### config.mk
export PLATFORM = sky130hd
export DESIGN_NAME = rfsb_bank
export DESIGN_NICKNAME = d
export VERILOG_FILES = /design/src/rfsb_pkg.sv /design/src/rfsb_bank.sv /design/src/rfsb_fault_or.sv
export SDC_FILE = /design/constraint.sdc
export NUM_CORES = 1
export LEC_CHECK = 0
export BUFFER_PORTS_ARGS = -buffer_cell sky130_fd_sc_hd__buf_2
export CAP_MARGIN = 20
export CORE_MARGIN = 3
export CORE_UTILIZATION = 43
export DETAILED_ROUTE_END_ITERATION = 16
export PLACE_DENSITY = 0.84
export REMOVE_ABC_BUFFERS = 1
export SYNTH_ARGS = -nofsm -noshare
export SYNTH_HDL_FRONTEND = slang
export SYNTH_SLANG_ARGS = --single-unit
### constraint.sdc
create_clock -name clock_i -period 1.6 [get_ports clock_i]
set_input_delay 0.24 -clock clock_i [delete_from_list [all_inputs] [get_ports clock_i]]
set_output_delay 0.24 -clock clock_i [all_outputs]
set_load 0.02 [all_outputs]
### src/rfsb_pkg.sv
// Purpose: Shared constants and carrier types for the regulator fault status bank.
// Assumes: Eight-bit registers behind a documented register port with a 9-bit address.
// Notes: Offsets are the printed register addresses.
package rfsb_pkg;
  localparam int unsigned ADDR_W = 9;
  localparam logic [8:0] OFS_FLAG_SUMMARY = 9'h030;
  localparam logic [8:0] OFS_FLAG_MASK = 9'h031;
  localparam logic [8:0] OFS_STATUS_B = 9'h1cd;
  localparam logic [8:0] OFS_STATUS_C = 9'h1ce;
  localparam logic [8:0] OFS_STATUS_D = 9'h1cf;
  localparam logic [7:0] RST_FLAG_SUMMARY = 8'h00;
  localparam logic [7:0] RST_FLAG_MASK = 8'h03;
  localparam logic [7:0] RST_STATUS = 8'h00;
  localparam logic [7:0] MASK_FIELD_BITS = 8'h07;
  localparam logic [7:0] STATUS_B_BITS = 8'hf8;
  localparam logic [7:0] STATUS_D_BITS = 8'h0f;
  localparam int unsigned BIT_THERMAL = 0;
  localparam int unsigned BIT_BATREG = 1;
  localparam int unsigned BIT_REG_FAIL = 2;
  localparam int unsigned NUM_REGS = 17;

  // Per-regulator fault conditions; a regulator that lacks one ties it low.
  typedef struct packed {
    logic under_voltage;
    logic over_voltage;
    logic over_current;
    logic short_circuit;
  } rfsb_cond_t;

  typedef struct packed {
    logic wr;
    logic rd;
    logic [8:0] addr;
    logic [7:0] wdata;
  } rfsb_req_t;
endpackage

### src/rfsb_bank.sv
// Purpose: Regulator fault status, summary flags and mask registers.
// Assumes: Condition inputs and the register port are synchronous to clock_i.
// Notes: Status bits mirror live faults; writes to status registers are ignored.
`timescale 1ns/1ps
// Function
// - Status c holds eight regulator fault bits, reset zero.
// - Status d holds four regulator fault bits, bits 7:4 reserved, reset zero.
// - Status b bits 3..7 report five further regulators.
// - A fault bit reads one while its regulator has a fault.
// - Read-only summary flag register resets zero, bits 7:3 reserved.
// - Summary bit 0 reports the thermal warning.
// - Summary bit 1 is any regulator fault or battery over-current.
// - Summary bit 2 regulator failure flag, same cause as bit 1.
// - Mask register is read-write and resets to 0x03.
// - Mask bit one masks the flag at the same position.
// - Each regulator fault is the OR of its conditions.
// - All regulator faults OR into the battery/regulator flag.
// - An unmasked active flag raises the interrupt output.
module rfsb_bank
  import rfsb_pkg::*;
#(
  parameter int unsigned NREG = NUM_REGS
)(
  input wire logic clock_i,
  input wire logic rst_b_i,
  input wire rfsb_cond_t [NREG-1:0] cond_i,
  input wire logic thermal_warning_i,
  input wire logic battery_overcurrent_i,
  input wire rfsb_req_t req_i,
  output logic [7:0] rdata_o,
  output logic rvalid_o,
  output logic first_level_fault_interrupt_o,
  output logic device_interrupt_out_o
);
  logic [NREG-1:0] fault;
  logic [7:0] status_b_r;
  logic [7:0] status_c_r;
  logic [7:0] status_d_r;
  logic [7:0] summary_r;
  logic [7:0] mask_r;
  logic [7:0] rdata_r;
  logic rvalid_r;
  logic irq_r;
  logic any_fault;
  logic [7:0] summary_nxt;

  genvar g;
  for (g = 0; g < NREG; g++) begin : g_or
    rfsb_fault_or u_or (
      .cond_i(cond_i[g]),
      .fault_o(fault[g])
    );
  end

  // Battery over-current shares this flag; only the status registers name the regulator.
  assign any_fault = (|fault) | battery_overcurrent_i;

  always_comb begin
    summary_nxt = RST_FLAG_SUMMARY;
    summary_nxt[BIT_THERMAL] = thermal_warning_i;
    summary_nxt[BIT_BATREG] = any_fault;
    summary_nxt[BIT_REG_FAIL] = any_fault;
  end

  // Fault bits are live copies, so a status write cannot hide a present fault.
  always_ff @(posedge clock_i) begin
    if (!rst_b_i) begin
      status_b_r <= RST_STATUS;
      status_c_r <= RST_STATUS;
      status_d_r <= RST_STATUS;
    end else begin
      status_b_r <= {fault[4:0], 3'b000} & STATUS_B_BITS;
      status_c_r <= fault[12:5];
      status_d_r <= {4'h0, fault[16:13]} & STATUS_D_BITS;
    end
  end

  always_ff @(posedge clock_i) begin
    if (!rst_b_i) begin
      summary_r <= RST_FLAG_SUMMARY;
    end else begin
      summary_r <= summary_nxt;
    end
  end

  always_ff @(posedge clock_i) begin
    if (!rst_b_i) begin
      mask_r <= RST_FLAG_MASK;
    end else if (req_i.wr && req_i.addr == OFS_FLAG_MASK) begin
      mask_r <= req_i.wdata & MASK_FIELD_BITS;
    end
  end

  // Registered so the interrupt line cannot glitch while the summary settles.
  always_ff @(posedge clock_i) begin
    if (!rst_b_i) begin
      irq_r <= 1'b0;
    end else begin
      irq_r <= |(summary_r & ~mask_r & MASK_FIELD_BITS);
    end
  end

  always_ff @(posedge clock_i) begin
    if (!rst_b_i) begin
      rdata_r <= 8'h00;
      rvalid_r <= 1'b0;
    end else begin
      rvalid_r <= req_i.rd;
      // Read data is loaded only on a read and then held, so the host may take it late.
      if (req_i.rd) begin
        case (req_i.addr)
          OFS_FLAG_SUMMARY: rdata_r <= summary_r;
          OFS_FLAG_MASK: rdata_r <= mask_r;
          OFS_STATUS_B: rdata_r <= status_b_r;
          OFS_STATUS_C: rdata_r <= status_c_r;
          OFS_STATUS_D: rdata_r <= status_d_r;
          default: rdata_r <= 8'h00;
        endcase
      end
    end
  end

  assign rdata_o = rdata_r;
  assign rvalid_o = rvalid_r;
  assign first_level_fault_interrupt_o = irq_r;
  assign device_interrupt_out_o = irq_r;

  property p_batreg_flag;
    @(posedge clock_i) disable iff (!rst_b_i)
      any_fault |=> summary_r[BIT_BATREG] && summary_r[BIT_REG_FAIL];
  endproperty
  a_batreg_flag: assert property (p_batreg_flag) else $error("fault flag not set");

  property p_thermal;
    @(posedge clock_i) disable iff (!rst_b_i)
      ##1 summary_r[BIT_THERMAL] == $past(thermal_warning_i);
  endproperty
  a_thermal: assert property (p_thermal) else $error("thermal flag wrong");

  property p_reserved_summary;
    @(posedge clock_i) disable iff (!rst_b_i)
      summary_r[7:3] == 5'h00 && mask_r[7:3] == 5'h00 && status_d_r[7:4] == 4'h0;
  endproperty
  a_reserved_summary: assert property (p_reserved_summary) else $error("reserved set");

  property p_irq;
    @(posedge clock_i) disable iff (!rst_b_i)
      (summary_r[BIT_REG_FAIL] && !mask_r[BIT_REG_FAIL]) |=> device_interrupt_out_o;
  endproperty
  a_irq: assert property (p_irq) else $error("interrupt missing");

  property p_masked;
    @(posedge clock_i) disable iff (!rst_b_i)
      ((summary_r & ~mask_r & MASK_FIELD_BITS) == 8'h00) |=> !device_interrupt_out_o;
  endproperty
  a_masked: assert property (p_masked) else $error("masked flag interrupts");

  property p_status_c;
    @(posedge clock_i) disable iff (!rst_b_i)
      ##1 status_c_r == $past(fault[12:5]);
  endproperty
  a_status_c: assert property (p_status_c) else $error("status c mismatch");

  property p_status_b;
    @(posedge clock_i) disable iff (!rst_b_i)
      ##2 status_b_r[2:0] == 3'b000 && status_b_r[7:3] == $past(fault[4:0], 1);
  endproperty
  a_status_b: assert property (p_status_b) else $error("status b mismatch");

  property p_status_d;
    @(posedge clock_i) disable iff (!rst_b_i)
      ##1 status_d_r[3:0] == $past(fault[16:13]);
  endproperty
  a_status_d: assert property (p_status_d) else $error("status d mismatch");

  property p_mask_reset;
    @(posedge clock_i) !rst_b_i |=> mask_r == RST_FLAG_MASK && summary_r == 8'h00;
  endproperty
  a_mask_reset: assert property (p_mask_reset) else $error("reset value wrong");

  property p_flag_clear;
    @(posedge clock_i) disable iff (!rst_b_i)
      !any_fault |=> !summary_r[BIT_BATREG] && !summary_r[BIT_REG_FAIL];
  endproperty
  a_flag_clear: assert property (p_flag_clear) else $error("fault flag stuck");

  property p_any_unmasked;
    @(posedge clock_i) disable iff (!rst_b_i)
      (|(summary_r & ~mask_r & MASK_FIELD_BITS)) |=> device_interrupt_out_o;
  endproperty
  a_any_unmasked: assert property (p_any_unmasked) else $error("unmasked flag silent");

  property p_mask_write;
    @(posedge clock_i) disable iff (!rst_b_i)
      req_i.wr && req_i.addr == OFS_FLAG_MASK
        |=> mask_r == ($past(req_i.wdata) & MASK_FIELD_BITS);
  endproperty
  a_mask_write: assert property (p_mask_write) else $error("mask write lost");

  property p_mask_hold;
    @(posedge clock_i) disable iff (!rst_b_i)
      !(req_i.wr && req_i.addr == OFS_FLAG_MASK) |=> mask_r == $past(mask_r);
  endproperty
  a_mask_hold: assert property (p_mask_hold) else $error("mask changed");

  property p_read_summary;
    @(posedge clock_i) disable iff (!rst_b_i)
      req_i.rd && req_i.addr == OFS_FLAG_SUMMARY |=> rdata_o == $past(summary_r);
  endproperty
  a_read_summary: assert property (p_read_summary) else $error("summary read");

  property p_read_mask;
    @(posedge clock_i) disable iff (!rst_b_i)
      req_i.rd && req_i.addr == OFS_FLAG_MASK |=> rdata_o == $past(mask_r);
  endproperty
  a_read_mask: assert property (p_read_mask) else $error("mask read");

  property p_read_status_c;
    @(posedge clock_i) disable iff (!rst_b_i)
      req_i.rd && req_i.addr == OFS_STATUS_C |=> rdata_o == $past(status_c_r);
  endproperty
  a_read_status_c: assert property (p_read_status_c) else $error("status c read");

  property p_read_status_d;
    @(posedge clock_i) disable iff (!rst_b_i)
      req_i.rd && req_i.addr == OFS_STATUS_D |=> rdata_o == $past(status_d_r);
  endproperty
  a_read_status_d: assert property (p_read_status_d) else $error("status d read");
endmodule

### src/rfsb_fault_or.sv
// Purpose: Folds the fault conditions of one regulator into its fault signal.
// Assumes: Conditions are synchronous to clock_i.
// Notes: Purely combinational.
`timescale 1ns/1ps
module rfsb_fault_or
  import rfsb_pkg::*;
(
  input wire rfsb_cond_t cond_i,
  output logic fault_o
);
  // Unsupported conditions are tied low by the instantiating level.
  assign fault_o = cond_i.under_voltage | cond_i.over_voltage |
                   cond_i.over_current | cond_i.short_circuit;
endmodule

==> impl_metrics.env <==
export IMPL_status="complete, no violations"
export IMPL_vias=1398
export IMPL_synth_top_flop_cell="dfxtp_1"
export IMPL_cts_tree="done"
export IMPL_grt_pass1_vias=1298
export IMPL_cts_num_sinks=32
export IMPL_min_from="thermal_warning_i"
export IMPL_hold_path_depth=2
export IMPL_start_util=0.455
export IMPL_r2r_slack_ns=0.50
export IMPL_synth_top_area_share=0.453
export IMPL_p_per_area_mw_per_mm2=773
export IMPL_max_freq_ghz=0.906
export IMPL_core_area_sq_mm=0.00310
export IMPL_grt_start_max_net_pins=33
export IMPL_r2r_end="rdata_o[3]"
export IMPL_seqCellArea_sq_um=641
export IMPL_syn_to_final_growth_pct=40.5
export IMPL_p_leak_nw=0.925
export IMPL_drtAntennaViolNets=0
export IMPL_die_area_sq_mm=0.00401
export IMPL_fp_dieW_microns=63.3
export IMPL_drc=0
export IMPL_dpl_worst_slack_ns=0.158
export IMPL_synth_edff_count=0
export IMPL_cts_setup_buffers=0
export IMPL_finalPower_w=0.00153
export IMPL_yosys_warnings=0
export IMPL_grt_overflow_total=0
export IMPL_cp_end_kind="flip-flop"
export IMPL_dp_hpwl_mm=2.75
export IMPL_syn_area_sq_mm=0.00141
export IMPL_std_cell_rows=20
export IMPL_maxCapViolations=0
export IMPL_drtPass1Iterations=4
export IMPL_avgSynthCellArea_sq_um=10.0
export IMPL_multi_input_comb_area_sq_um=719
export IMPL_portBuffers=96
export IMPL_wl_mm=3.38
export IMPL_cp_arrival_ns=1.34
export IMPL_io_pins=102
export IMPL_antenna_cells=0
export IMPL_htreeDepth=2
export IMPL_cts_buffers=5
export IMPL_root_buffer="clkbuf_4"
export IMPL_finalNetCount=330
export IMPL_fin_crit_ns=1.10
export IMPL_ir_drop_mv=0.317
export IMPL_maxSlewHeadroom=0.661
export IMPL_hold_buffers=0
export IMPL_die_h_microns=63.3
export IMPL_wl_per_cell_microns=11.9
export IMPL_yosysSeqAreaShare=0.453
export IMPL_reg2reg_from="status_d_r[3]"
export IMPL_skew_ns=0.00180
export IMPL_synth_cells=141
export IMPL_worstMarginPinSlew_ns=0.504
export IMPL_crit_type="reg -> reg"
export IMPL_reg2reg_depth=4
export IMPL_rsz0062_at_grt="no"
export IMPL_final_setup_worst_slack_ns=0.496
export IMPL_place_congestion=0.755
export IMPL_clock_path_buffers=2
export IMPL_worstPathMaxFanout=1
export IMPL_async_reset_ff_frac=0
export IMPL_period_share=0.690
export IMPL_fin_tns_setup_ns=0
export IMPL_ys_ff_latch=32
export IMPL_post_drt_via_cell_ratio=4.92
export IMPL_drive_gt1_frac=0.475
export IMPL_hold_viol=0
export IMPL_required_ns=1.84
export IMPL_n_fill_cell=270
export IMPL_grt_pass1_wl_mm=5.44
export IMPL_hp_class="in -> reg"
export IMPL_cts_resized=0
export IMPL_holdPathEnd="summary_r[0]"
export IMPL_gr_usage_all_layers=0.174
export IMPL_antenna_found_initial=0
export IMPL_maxSlewViolCount=0
export IMPL_ys_types=31
export IMPL_ys_top_cells_by_area="dfxtp_1, nor2b_1, nor4_1, a22oi_1, and2_1"
export IMPL_dr_first_iter_drc_count=84
export IMPL_synth_top_cell_by_area="dfxtp_1"
export IMPL_path_clk_slew_ns=0.09
export IMPL_insertion_delay_ns=0.33
export IMPL_startpoint_type="flip-flop"
export IMPL_setup_violations=0
-- sequential cells by signal, summed over array words and instances, names as in the netlist --
signal	count
status_d_r	4
status_c_r	8
summary_r	2
rdata_o	8
mask_r	3
device_interrupt_out_o	1
rvalid_o	1
status_b_r	5
-- metal layers --
metal | vias up | global-route usage | routed length (microns)
met2 | 71 | 0.283 | 1540
li1 | 719 | - | -
met4 | 0 | 0.116 | 114
met5 | - | 0 | 0
met3 | 12 | 0.0357 | 289
met1 | 596 | 0.206 | 1440
-- cell usage in the layout, fill, tap and decap left out, drive strengths merged, types with 4 or more instances in the layout --
cell type / n
buf: 97
and2: 8
mux2i: 5
nand4: 7
nand3: 4
nor4: 17
o22ai: 5
nor2b: 22
clkbuf: 7
nand2: 4
mux2: 5
a22oi: 7
inv: 5
dfxtp: 32
-- cell usage after synthesis, types with 2 or more instances --
library cell / number
inv_1: 5
o22ai_1: 5
nor4_1: 16
mux2_2: 4
nand2_1: 4
nor2b_1: 21
and2_1: 8
dfxtp_1: 32
o21a_1: 2
nand4_1: 6
clkbuf_1: 4
nand3_1: 4
mux2i_1: 5
a22oi_1: 7
nor3_1: 2
-- how the worst max path moves through the flow --
stage                    to  slack, ns     startpoint
2_1_floorplan  summary_r[1]       0.47     cond_i[50]
6_report         rdata_o[3]       0.50  status_d_r[3]
5_1_grt          rdata_o[3]       0.43  status_d_r[3]
4_1_cts          rdata_o[3]       0.50  status_d_r[3]
3_3_place_gp   summary_r[1]       0.24     cond_i[26]
3_5_place_dp   summary_r[1]       0.16     cond_i[42]
-- where the power goes --
group	total [W]	internal (W)	switching, W
clock network	0.000482	0.000215	0.000267
logic	0.000213	0.000120	0.0000929
registers	0.000839	0.000830	0.00000949
total	0.00153	0.00116	0.000369
-- layout make-up --
class,instances,area share
multi-input combinational,98,0.363
sequential,32,0.323
clock inverter,1,0.00378
clock buffer,7,0.0277
tap,44,0.0277
timing repair buffer,97,0.246
inverter,5,0.00946
-- critical path: stages, from the launching register on --
cell and delay, ns:
dfxtp_1 0.32, mux2_1 0.28, a22oi_1 0.16, o22ai_1 0.09
and2_1 0.16
-- per-stage QoR --
stage	cell area [sq um]	std cells	util	hold slack, ns
floorplan	1380	135	-	0.302
global placement	1920	276	0.619	0.448
detailed placement	1920	276	0.619	0.458
CTS	1980	284	0.640	0.103
global route	1980	284	0.640	0.0979
finish	1980	284	0.640	0.116
-- cells by family after synthesis --
kind of cell           after synthesis  synth area share
AO/OA/AOI/OAI                       19             0.111
buffers and inverters               11            0.0372
flip-flops                          32             0.453
multiplexers                        10            0.0753
AND/OR/NAND/NOR                     69             0.323
Power figures use the tool's default switching activity.
